## src/sar_pkg.sv

```systemverilog
// Shared constants and types for the SAR conversion controller
package sar_pkg;

  // ****************************************************************
  // Clock and timing
  // ****************************************************************
  localparam int CLK_PERIOD_NS = 20;
  localparam int CONV_HS_NS    = 5000;   // High-sampling conversion
  localparam int CONV_AS_NS    = 10000;  // Auto-sleep, wake included
  localparam int WAKE_NS       = 5000;
  // Longest times round down
  localparam int CONV_HS_CYC   = CONV_HS_NS / CLK_PERIOD_NS;
  localparam int CONV_AS_CYC   = CONV_AS_NS / CLK_PERIOD_NS;
  localparam int WAKE_CYC      = WAKE_NS / CLK_PERIOD_NS;

  // ****************************************************************
  // Converter and serial word layout
  // ****************************************************************
  localparam int RES_BITS      = 14;
  localparam int WORD_BITS     = 16;
  localparam int SAR_STEPS     = WORD_BITS;
  // Internal oscillator period, in clk cycles
  localparam int STEP_CYC      = CONV_HS_CYC / SAR_STEPS;
  localparam int CNT_W         = 10;
  localparam int FIFO_DEPTH    = 8;

  typedef enum logic [1:0] {
    ST_TRACK,
    ST_CONV,
    ST_SLEEP,
    ST_WAKE
  } state_t;

endpackage

```

## src/sar_adc_ctrl.sv

```systemverilog
// Conversion control, output coding and serial shift-out of a SAR ADC
`timescale 1ns/10ps
`default_nettype none
module sar_adc_ctrl
  import sar_pkg::*;
#(
  parameter bit BIPOLAR = 1'b1
) (
  // Clock and reset
  input  wire logic                clk,
  input  wire logic                nrst,
  // Host pins
  input  wire logic                conversion_start_n,
  input  wire logic                serial_clk,
  output logic                     serial_data_out,
  output logic                     serial_data_oe,
  output logic                     busy,
  // Analog core
  input  wire logic                comp_above,
  output logic      [RES_BITS-1:0] dac_code,
  output logic                     track_hold,
  output logic                     power_down,
  // Result stream
  output logic                     result_valid,
  input  wire logic                result_ready,
  output logic      [RES_BITS-1:0] result_data
);

  // ****************************************************************
  // Pin synchronisers and edge detect
  // ****************************************************************
  logic [2:0] cs_q;
  logic [2:0] sc_q;
  logic       cs_fall;
  logic       cs_rise;
  logic       sc_fall;

  always_ff @(posedge clk or negedge nrst)
  begin
    if (!nrst)
    begin
      cs_q <= 3'h7;
      sc_q <= 3'h0;
    end
    else
    begin
      cs_q <= {cs_q[1:0], conversion_start_n};
      sc_q <= {sc_q[1:0], serial_clk};
    end
  end

  assign cs_fall = cs_q[2] && !cs_q[1];
  assign cs_rise = !cs_q[2] && cs_q[1];
  assign sc_fall = sc_q[2] && !sc_q[1];

  // ****************************************************************
  // Sequencer and SAR
  // ****************************************************************
  state_t               st_q, st_d;
  logic [CNT_W-1:0]     cnt_q, cnt_d;
  logic [CNT_W-1:0]     lim_q, lim_d;
  logic [CNT_W-1:0]     ofs_q, ofs_d;
  logic [CNT_W-1:0]     step_q, step_d;
  logic [3:0]           bi_q, bi_d;
  logic [RES_BITS-1:0]  sar_q, sar_d;
  logic                 hold_q, hold_d;
  logic                 done_q, done_d;
  logic                 finish;
  logic                 push_ready;
  logic [RES_BITS-1:0]  code;

  // Offset binary from the SAR; MSB flip makes twos complement
  assign code = {sar_q[RES_BITS-1] ^ BIPOLAR,
                 sar_q[RES_BITS-2:0]};

  // Full result FIFO stalls completion rather than losing a sample;
  // a start edge in that cycle defers completion by one cycle
  assign finish = (st_q == ST_CONV) && (cnt_q == lim_q - 1'b1) &&
                  done_q && push_ready && !cs_fall;

  always_comb
  begin
    st_d   = st_q;
    cnt_d  = cnt_q;
    lim_d  = lim_q;
    ofs_d  = ofs_q;
    step_d = step_q;
    bi_d   = bi_q;
    sar_d  = sar_q;
    hold_d = hold_q;
    done_d = done_q;
    case (st_q)
      ST_TRACK:
      begin
        if (cs_fall)
        begin
          st_d   = ST_CONV;
          cnt_d  = '0;
          lim_d  = CNT_W'(CONV_HS_CYC);
          hold_d = 1'b1;
          sar_d  = RES_BITS'(1) << (RES_BITS - 1);
          bi_d   = 4'(RES_BITS - 1);
          step_d = CNT_W'(STEP_CYC - 1);
          ofs_d  = '0;
          done_d = 1'b0;
        end
      end
      ST_CONV:
      begin
        if (cnt_q != lim_q - 1'b1)
          cnt_d = cnt_q + 1'b1;
        if (!hold_q && !done_q && cnt_q == ofs_q)
        begin
          hold_d = 1'b1;
          sar_d  = RES_BITS'(1) << (RES_BITS - 1);
          bi_d   = 4'(RES_BITS - 1);
          step_d = CNT_W'(STEP_CYC - 1);
        end
        else if (hold_q && !done_q)
        begin
          step_d = step_q - 1'b1;
          if (step_q == '0)
          begin
            // Oscillator tick: keep trial bit only if input is above
            step_d = CNT_W'(STEP_CYC - 1);
            if (!comp_above)
              sar_d[bi_q] = 1'b0;
            if (bi_q == 4'h0)
              done_d = 1'b1;
            else
            begin
              bi_d = bi_q - 1'b1;
              sar_d[bi_q - 1'b1] = 1'b1;
            end
          end
        end
        if (finish)
        begin
          hold_d = 1'b0;
          // Start still low at the end selects auto-sleep
          st_d = cs_q[1] ? ST_TRACK : ST_SLEEP;
        end
      end
      ST_SLEEP:
      begin
        if (cs_rise)
        begin
          st_d  = ST_WAKE;
          cnt_d = '0;
        end
      end
      ST_WAKE:
      begin
        cnt_d = cnt_q + 1'b1;
        if (cs_fall)
        begin
          // Short pulse: hold waits for wake-up, 10 us overall
          st_d   = ST_CONV;
          lim_d  = CNT_W'(CONV_AS_CYC);
          ofs_d  = CNT_W'(WAKE_CYC) - cnt_q;
          cnt_d  = '0;
          done_d = 1'b0;
        end
        else if (cnt_q == CNT_W'(WAKE_CYC - 1))
          st_d = ST_TRACK;
      end
      default:
        st_d = ST_TRACK;
    endcase
  end

  always_ff @(posedge clk or negedge nrst)
  begin
    if (!nrst)
    begin
      st_q   <= ST_TRACK;
      cnt_q  <= '0;
      lim_q  <= CNT_W'(CONV_HS_CYC);
      ofs_q  <= '0;
      step_q <= '0;
      bi_q   <= '0;
      sar_q  <= '0;
      hold_q <= 1'b0;
      done_q <= 1'b0;
    end
    else
    begin
      st_q   <= st_d;
      cnt_q  <= cnt_d;
      lim_q  <= lim_d;
      ofs_q  <= ofs_d;
      step_q <= step_d;
      bi_q   <= bi_d;
      sar_q  <= sar_d;
      hold_q <= hold_d;
      done_q <= done_d;
    end
  end

  assign busy       = (st_q == ST_CONV);
  assign track_hold = hold_q;
  assign power_down = (st_q == ST_SLEEP);
  assign dac_code   = sar_q;

  // ****************************************************************
  // Output shift register
  // ****************************************************************
  logic [WORD_BITS-1:0] sh_q;
  logic [WORD_BITS-1:0] sh_d;
  logic [4:0]           bit_q;
  logic [4:0]           bit_d;

  always_comb
  begin
    sh_d  = sh_q;
    bit_d = bit_q;
    if (cs_fall)
    begin
      sh_d  = '0;
      bit_d = '0;
    end
    else if (finish)
    begin
      sh_d  = {2'h0, code};
      bit_d = '0;
    end
    else if (sc_fall)
    begin
      // Extra clocks move the register on; the line stays released
      sh_d = {sh_q[WORD_BITS-2:0], 1'b0};
      if (bit_q != 5'(WORD_BITS))
        bit_d = bit_q + 1'b1;
    end
  end

  always_ff @(posedge clk or negedge nrst)
  begin
    if (!nrst)
    begin
      sh_q  <= '0;
      bit_q <= 5'(WORD_BITS);
    end
    else
    begin
      sh_q  <= sh_d;
      bit_q <= bit_d;
    end
  end

  assign serial_data_out = sh_q[WORD_BITS-1];
  assign serial_data_oe  = (bit_q != 5'(WORD_BITS));

  // ****************************************************************
  // Result buffer
  // ****************************************************************
  sar_fifo #(
    .WIDTH (RES_BITS),
    .DEPTH (FIFO_DEPTH)
  ) u_fifo (
    .clk       (clk),
    .nrst      (nrst),
    .in_valid  (finish),
    .in_ready  (push_ready),
    .in_data   (code),
    .out_valid (result_valid),
    .out_ready (result_ready),
    .out_data  (result_data)
  );
endmodule // sar_adc_ctrl
`default_nettype wire

```

## src/sar_fifo.sv

```systemverilog
// Result FIFO with valid/ready on both sides
`timescale 1ns/10ps
`default_nettype none
module sar_fifo #(
  parameter int WIDTH = 14,
  parameter int DEPTH = 8
) (
  // Clock and reset
  input  wire logic             clk,
  input  wire logic             nrst,
  // Fill side
  input  wire logic             in_valid,
  output logic                  in_ready,
  input  wire logic [WIDTH-1:0] in_data,
  // Drain side
  output logic                  out_valid,
  input  wire logic             out_ready,
  output logic      [WIDTH-1:0] out_data
);
  localparam int AW = $clog2(DEPTH);

  logic [WIDTH-1:0] mem_q [DEPTH];
  logic [AW:0]      wr_q;
  logic [AW:0]      wr_d;
  logic [AW:0]      rd_q;
  logic [AW:0]      rd_d;
  logic             push;
  logic             pop;

  // Extra pointer bit tells full from empty
  assign in_ready  = !((wr_q[AW] != rd_q[AW]) &&
                       (wr_q[AW-1:0] == rd_q[AW-1:0]));
  assign out_valid = (wr_q != rd_q);
  assign out_data  = mem_q[rd_q[AW-1:0]];
  assign push      = in_valid && in_ready;
  assign pop       = out_valid && out_ready;

  always_comb
  begin
    wr_d = push ? wr_q + 1'b1 : wr_q;
    rd_d = pop ? rd_q + 1'b1 : rd_q;
  end

  always_ff @(posedge clk or negedge nrst)
  begin
    if (!nrst)
    begin
      wr_q <= '0;
      rd_q <= '0;
    end
    else
    begin
      wr_q <= wr_d;
      rd_q <= rd_d;
    end
  end

  always_ff @(posedge clk)
  begin
    if (push)
      mem_q[wr_q[AW-1:0]] <= in_data;
  end

endmodule // sar_fifo
`default_nettype wire

```

## config.mk

```make
export PLATFORM = sky130hd
export DESIGN_NAME = sar_adc_ctrl
export DESIGN_NICKNAME = d
export VERILOG_FILES = /design/src/sar_pkg.sv /design/src/sar_adc_ctrl.sv /design/src/sar_fifo.sv
export SDC_FILE = /design/constraint.sdc
export NUM_CORES = 1
export LEC_CHECK = 0
export BUFFER_PORTS_ARGS = -buffer_cell sky130_fd_sc_hd__buf_2
export CAP_MARGIN = 20
export CELL_PAD_IN_SITES_DETAIL_PLACEMENT = 1
export CELL_PAD_IN_SITES_GLOBAL_PLACEMENT = 2
export CORE_AREA = 2 2 152 154
export CTS_CLUSTER_DIAMETER = 120
export DETAILED_ROUTE_END_ITERATION = 8
export DIE_AREA = 0 0 154 156
export PLACE_DENSITY = 0.79
export SETUP_SLACK_MARGIN = 0.2
export SYNTH_ARGS = -nofsm -noshare
export SYNTH_HDL_FRONTEND = slang
export SYNTH_HIERARCHICAL = 1
export SYNTH_SLANG_ARGS = --single-unit
```

## constraint.sdc

```tcl
create_clock -name clk -period 4.4 [get_ports clk]
set_clock_uncertainty 0.2 [all_clocks]
set_input_delay 0.44 -clock clk [delete_from_list [all_inputs] [get_ports clk]]
set_output_delay 0.44 -clock clk [all_outputs]
set_load 0.005 [all_outputs]
```

==> results.cfg, run 1 <==
[drt]
viasPerCell = 5.834
drtIter0Drc = 354
firstDrtPassIters = 4
drcViolationCount = 0
drt_wl_total_mm = 23.18
vias = 6184
wl_per_cell_um = 21.87
detail-route-antenna-nets = 0

[floorplan]
die_width_um = 154
start_util_pct = 43.17
rows = 55
core_area_mm2 = 0.02237
pin_count = 40
fp.dieArea_mm2 = 0.02402
die_h_um = 156

[yosys]
yosysTopAreaCell = edfxtp_1
synthFlopType = edfxtp_1
syn_area_mm2 = 0.009654
synth_cells = 733
ys_seq_elements = 201
yosysUniqueCellTypes = 72
ys_seq_area_share_pct = 57.97
post_synth.cell_area_avg_um2 = 13.17
synth_edf_count = 112
synth.top_cell.area_share_pct = 34.84
synthArstFlopShare_pct = 44.28
synth_nets = 756
yosys-top-cells-area = edfxtp_1, dfrtp_1, mux4_1
synth_commonest_cells = edfxtp_1, dfrtp_1, nand2_1, nor2_1, o21ai_0
yosys.cell_count.top_type = edfxtp_1
ys_warn_count = 6

[hold_path]
whs_endpoint = u_fifo/rd_q[2]$_DFFE_PN0P_
min_path_type = primary input to flip-flop
worstHoldStart = result_ready
hold-path-cell-count = 4

[global_route]
antenna_found_initial = 0
grt_max_degree = 57
grt_pass1_wl_mm = 37.00
track_usage_pct = 19.57
first_global_vias = 6631
grt_overflow = 0

[timing]
setup_tns_ns = 0
hold_viol = 0
finalWorstSetupSlack_ns = 0.8422
layout_min_cycle_time_ns = 3.558
post-route-period-util_pct = 80.86
slew_headroom_pct = 40.44
final_max_slew_viol_count = 0
setup_viol = 0
worst_pin_slew_ns = 0.8934
rsz0062_at_grt = no
timing.fmax_ghz = 0.2811

[power]
power.total_mw = 5.343
ir_worst_vdd_v = 0.0003340
powerDensity_mw_per_mm2 = 496.2
leakage_nw = 3.976

[placement]
post-place-ws_ns = 0.9056
dp_hpwl_mm = 15.61
port_buffers = 39
place_area_mm2 = 0.009997
gp_congestion = 0.7963

[run_status]
status = completed

[finish]
final_area_mm2 = 0.01077
drive_gt1_share_pct = 16.65
finish.utilization_pct = 48.14
diodes = 0
area_growth_pct = 11.52
nets = 782

[clock_network]
cts_buffer_depth = 3
insertion_delay_ns = 0.52
cts_max_level = 1
cts.clk_slew.worst_paths_ns = 0.06
cts_sinks = 201
tritoncts = yes
cts_setup_buffers = 0
root_buffer = clkbuf_16
cts_made_buffers = 23

[setup_path]
r2r_setup_slack_ns = 0.84
r2r_start = u_fifo/rd_q[2]$_DFFE_PN0P_
cp.arrival_ns = 3.57
path_max_fanout = 18
endpoint_kind = flip-flop
worstReg2RegEnd = u_fifo/mem_q[1][11]$_DFFE_PP_
startpoint_type = flip-flop
rr_worst_depth = 11
worstPathRequired_ns = 4.41
criticalPathCategory = flip-flop to flip-flop

[job]
cap_violations = 0
-- worst max-delay path by stage --
stage,from,to
after global routing,u_fifo/rd_q[2]$_DFFE_PN0P_,u_fifo/mem_q[1][13]$_DFFE_PP_
after floorplan,lim_q[3]$_DFFE_PN1P_,u_fifo/mem_q[4][0]$_DFFE_PP_
after detailed placement,u_fifo/rd_q[2]$_DFFE_PN0P_,u_fifo/mem_q[1][11]$_DFFE_PP_
final,u_fifo/rd_q[2]$_DFFE_PN0P_,u_fifo/mem_q[1][11]$_DFFE_PP_
after global placement,u_fifo/rd_q[2]$_DFFE_PN0P_,u_fifo/mem_q[0][10]$_DFFE_PP_
after CTS,u_fifo/rd_q[2]$_DFFE_PN0P_,u_fifo/mem_q[1][11]$_DFFE_PP_
-- layer usage --
metal  track usage (%)  wire length, um  vias up
li1                  -                -     2832
met3             3.000              780       49
met1             25.32            10340     3201
met4             5.696              598        0
met2             34.27            11460      102
met5                 0                0        -
-- cell type report --
type	count	area, um2
fill	2284	11600
clock inverter	16	156.4
clock buffer	25	583.1
tap	285	356.6
multi-input combinational	456	3655
timing repair buffer	58	347.8
sequential	201	5597
inverter	19	71.32
-- metrics by stage --
step	cells	hold WS [ns]
after global routing	1060	0.1199
after floorplan	733	-0.05559
after CTS	1060	0.09951
after global placement	1016	0.1398
final	1060	0.1160
after detailed placement	1016	0.1464
-- registers in the layout, indices dropped and copies added, names as in the netlist, 5 cells and up, named ones only --
name          cells
sh_q             16
bit_q             5
ofs_q            10
u_fifo/mem_q    112
cnt_q            10
step_q           10
dac_code         14
-- where the power goes --
group | total [mW] | internal [mW] | leakage, nW | switching (mW)
Combinational | 1.18 | 0.487 | 1.51 | 0.693
Sequential | 2.29 | 2.10 | 2.12 | 0.192
Clock | 1.87 | 1.09 | 0.349 | 0.783
Total | 5.34 | 3.68 | 3.98 | 1.67
-- worst max-delay path, stage by stage (launching register included) --
cell and delay, ns:
dfrtp_1 0.91, xor2_1 0.43, nor4_1 0.16, inv_1 0.11, nand2_1 0.07, nor2_1 0.10
nand3_1 0.10, inv_1 0.32, nor2b_1 0.21, o41ai_1 0.16, nor2_1 0.19, buf_4 0.26
-- logic make-up after synthesis --
logic type,after synthesis,synth area share (%)
compound gates,150,10.82
simple gates,194,10.26
buf+inv,76,4.394
fa+ha+maj,17,2.203
xor+xnor,39,3.616
mux,56,10.73
flops,201,57.97
-- layout by cell type (no fill, tap or decap), types with 8 or more instances in the layout --
cell,synthesis,routed
a211oi_1,13,13
a21oi_1,14,14
a22oi_1,12,12
buf_2,6,38
buf_4,15,17
clkbuf_16,0,23
dfrtp_1,84,84
edfxtp_1,112,112
ha_1,17,17
inv_1,19,19
mux2_2,15,15
mux2i_1,12,12
mux4_1,28,28
nand2_1,51,51
nand2b_1,10,10
nand3_1,19,19
nand4_1,8,8
nor2_1,47,47
nor2b_1,10,10
o21ai_0,40,40
o2bb2ai_1,14,14
o31ai_1,9,9
xnor2_1,19,19
xor2_1,19,19
-- repair_timing --
action,in CTS,in global routing
endpoints found under the setup margin,0,0
resized for setup,0,0
hold buffers,3,0
hold endpoints to repair,54,0
Power figures use the tool's default switching activity.
==> run 2, diff against run 1 <==
--- a/config.mk
+++ b/config.mk
@@ -5,15 +5,16 @@
 export SDC_FILE = /design/constraint.sdc
 export NUM_CORES = 1
 export LEC_CHECK = 0
+export ABC_AREA = 1
 export BUFFER_PORTS_ARGS = -buffer_cell sky130_fd_sc_hd__buf_2
 export CAP_MARGIN = 20
 export CELL_PAD_IN_SITES_DETAIL_PLACEMENT = 1
 export CELL_PAD_IN_SITES_GLOBAL_PLACEMENT = 2
-export CORE_AREA = 2 2 152 154
+export CORE_AREA = 2 2 169 171
 export CTS_CLUSTER_DIAMETER = 120
 export DETAILED_ROUTE_END_ITERATION = 8
-export DIE_AREA = 0 0 154 156
-export PLACE_DENSITY = 0.79
+export DIE_AREA = 0 0 171 173
+export PLACE_DENSITY = 0.77
 export SETUP_SLACK_MARGIN = 0.2
 export SYNTH_ARGS = -nofsm -noshare
 export SYNTH_HDL_FRONTEND = slang
==> constraint.sdc (replaced) <==
create_clock -name clk -period 3.1 [get_ports clk]
set_clock_uncertainty 0.2 [all_clocks]
set_input_delay 0.31 -clock clk [delete_from_list [all_inputs] [get_ports clk]]
set_output_delay 0.31 -clock clk [all_outputs]
set_load 0.005 [all_outputs]
==> run 2 against run 1 <==
Against the previous run:
- first-iteration DRC count fell by 14%
- maximum frequency increased by 34%
- register-to-register slack worse by 0.39 ns
- largest power group unchanged
- highest routed layer unchanged
==> results.cfg, run 2 <==
[run_status]
status = completed

[floorplan]
fp.dieArea_mm2 = 0.02958
start_util_pct = 35.80
core_area_mm2 = 0.02763
die_width_um = 171
pin_count = 40
rows = 61
die_h_um = 173

[drt]
drt_wl_total_mm = 26.70
firstDrtPassIters = 4
drtIter0Drc = 306
vias = 7355
detail-route-antenna-nets = 0
drcViolationCount = 0
wl_per_cell_um = 17.92
viasPerCell = 4.936

[yosys]
synth_cells = 1061
ys_seq_area_share_pct = 56.58
yosys-top-cells-area = edfxtp_1, dfrtp_1, nand2_1
yosysTopAreaCell = edfxtp_1
ys_seq_elements = 201
synth_edf_count = 112
synthFlopType = edfxtp_1
ys_warn_count = 6
yosys.cell_count.top_type = nand2_1
synth_nets = 1084
synth.top_cell.area_share_pct = 34.00
synth_commonest_cells = nand2_1, nor2_1, edfxtp_1, o21ai_0, inv_1
yosysUniqueCellTypes = 46
post_synth.cell_area_avg_um2 = 9.323
syn_area_mm2 = 0.009892
synthArstFlopShare_pct = 44.28

[finish]
area_growth_pct = 12.76
final-seq-area_mm2 = 0.005597
mostFrequentLayoutCells = nand2_1, nor2_1, edfxtp_1, o21ai_0, inv_1
diodes = 0
multi_input_area_mm2 = 0.003516
nets = 1119
fillers = 3210
layout_commonest_cell = nand2_1
fin_cells = 1490
largest_reg_flops = 112
drive_gt1_share_pct = 13.85

[setup_path]
path_max_fanout = 14
r2r_start = lim_q[3]$_DFFE_PN1P_
rr_worst_depth = 10
cp.buffers_inverters = 3
r2r_setup_slack_ns = 0.45
cp-startpoint = lim_q[3]$_DFFE_PN1P_
criticalPathCategory = flip-flop to flip-flop
cp.arrival_ns = 2.64
startpoint_type = flip-flop
path_delay_family = simple AND/OR/NAND/NOR gates
crit_top_cell = inv_1
endpoint_kind = flip-flop
worstReg2RegEnd = u_fifo/mem_q[2][8]$_DFFE_PP_
worstPathRequired_ns = 3.09
slowest_stage = dfstp_2
max_stage_delay_ns = 0.53
crit_path_cell_trace = inv_1 > ha_1 > or2_0 > nand3_2 > nor2_2 > nand3_4 > inv_1 > nand3_1 > nor2_1 > buf_4

[global_route]
first_global_vias = 7715
grt_max_degree = 77
antenna_found_initial = 0
grt_pass1_wl_mm = 43.14
track_usage_pct = 18.56
grt_overflow = 0

[power]
powerDensity_mw_per_mm2 = 741.0
power_switching_mw = 2.844
pwr-share-clk_pct = 32.7
power.total_mw = 8.265
seq_power_share_pct = 43.0
leakage_nw = 4.740
ir_worst_vdd_v = 0.0005158
switching_share_pct = 34.40
intPower_mw = 5.422
p_comb_share_pct = 24.4

[clock_network]
cts_max_level = 1
insertion_delay_ns = 0.51
cts_sinks = 201
root_buffer = clkbuf_16
cts_made_buffers = 23
cts_buffer_depth = 3
tritoncts = yes
cts.clk_slew.worst_paths_ns = 0.06

[timing]
timing.fmax_ghz = 0.3770
final_max_slew_viol_count = 0
setup_viol = 0
rsz0062_at_grt = no
post-route-period-util_pct = 85.57
timing.hold.ws_ns = 0.03427
layout_min_cycle_time_ns = 2.653
worst_pin_slew_ns = 1.054
setup_tns_ns = 0
slew_headroom_pct = 29.26
hold_viol = 0

[placement]
dp_hpwl_mm = 17.91
gp_congestion = 0.8162
dp.cells = 1445
port_buffers = 39

[hold_path]
min_path_type = primary input to asynchronous set/reset pin

[job]
cap_violations = 0
[run 2: cell types whose count changed in the layout (fill, tap and decap cells not counted), sizes merged, moves of 14 or more]
cell     change
o22ai       +33
xnor2       -15
nand2      +207
nor2        +73
nand3       +35
o2bb2ai     -14
mux4        -28
inv         +77
mux2        -16
o21ai       +92
[run 2: cell families after synthesis]
family / count (synthesis) / synth area share, %
compound gates: 200 / 11.09
xor+xnor: 24 / 2.125
fa+ha+maj: 17 / 2.150
buf+inv: 157 / 8.007
flops: 201 / 56.58
simple gates: 462 / 20.05
[run 2: cell type report]
| type | count | area share (%) |
|---|---|---|
| well taps | 378 | 4.240 |
| repair buffers | 67 | 3.926 |
| flip-flops and latches | 201 | 50.17 |
| multi-input cells | 703 | 31.52 |
| inverters | 100 | 3.444 |
| clock buffers | 26 | 5.261 |
| clock inverters | 15 | 1.436 |
[run 2: how the worst max path moves through the flow]
| stage | endpoint | cells past startpoint |
|---|---|---|
| after CTS | result_data[11] | 7 |
| final | u_fifo/mem_q[2][8]$_DFFE_PP_ | 10 |
| after global placement | u_fifo/mem_q[6][1]$_DFFE_PP_ | 10 |
| after floorplan | u_fifo/mem_q[2][0]$_DFFE_PP_ | 12 |
| after global routing | u_fifo/mem_q[2][0]$_DFFE_PP_ | 10 |
| after detailed placement | u_fifo/mem_q[2][9]$_DFFE_PP_ | 10 |
[run 2: metal layers]
| layer | up-vias | routed length, um | GRT usage [%] |
|---|---|---|---|
| li1 | 3603 | - | - |
| met2 | 84 | 13910 | 33.43 |
| met1 | 3628 | 11370 | 23.40 |
| met4 | 0 | 625 | 4.732 |
| met3 | 40 | 789 | 2.312 |
| met5 | - | 0 | 0 |
[run 2: power by group through the flow]
stage	registers, mW	logic [mW]	clock network (mW)
CTS	3.57	2.06	2.79
global placement	3.60	2.02	0
finish	3.55	2.01	2.70
global route	3.60	2.34	2.88
floorplan	3.42	1.56	0
detailed placement	3.62	2.03	0
[run 2: through the flow]
stage	cell area [um2]	worst slack (ns)	utilization, %
floorplan	9905	0.06283	-
global placement	10360	0.4811	37.50
detailed placement	10360	0.4323	37.50
CTS	11150	0.2940	40.35
global route	11150	0.2285	40.37
finish	11150	0.4473	40.37
[run 2: what timing repair did]
item                                    4_1_cts  5_1_grt
gates resized for setup                       0        2
buffers inserted                              0        0
endpoints found under the setup margin        0        2
hold endpoints to repair                     89        0
hold buffers                                  4        0
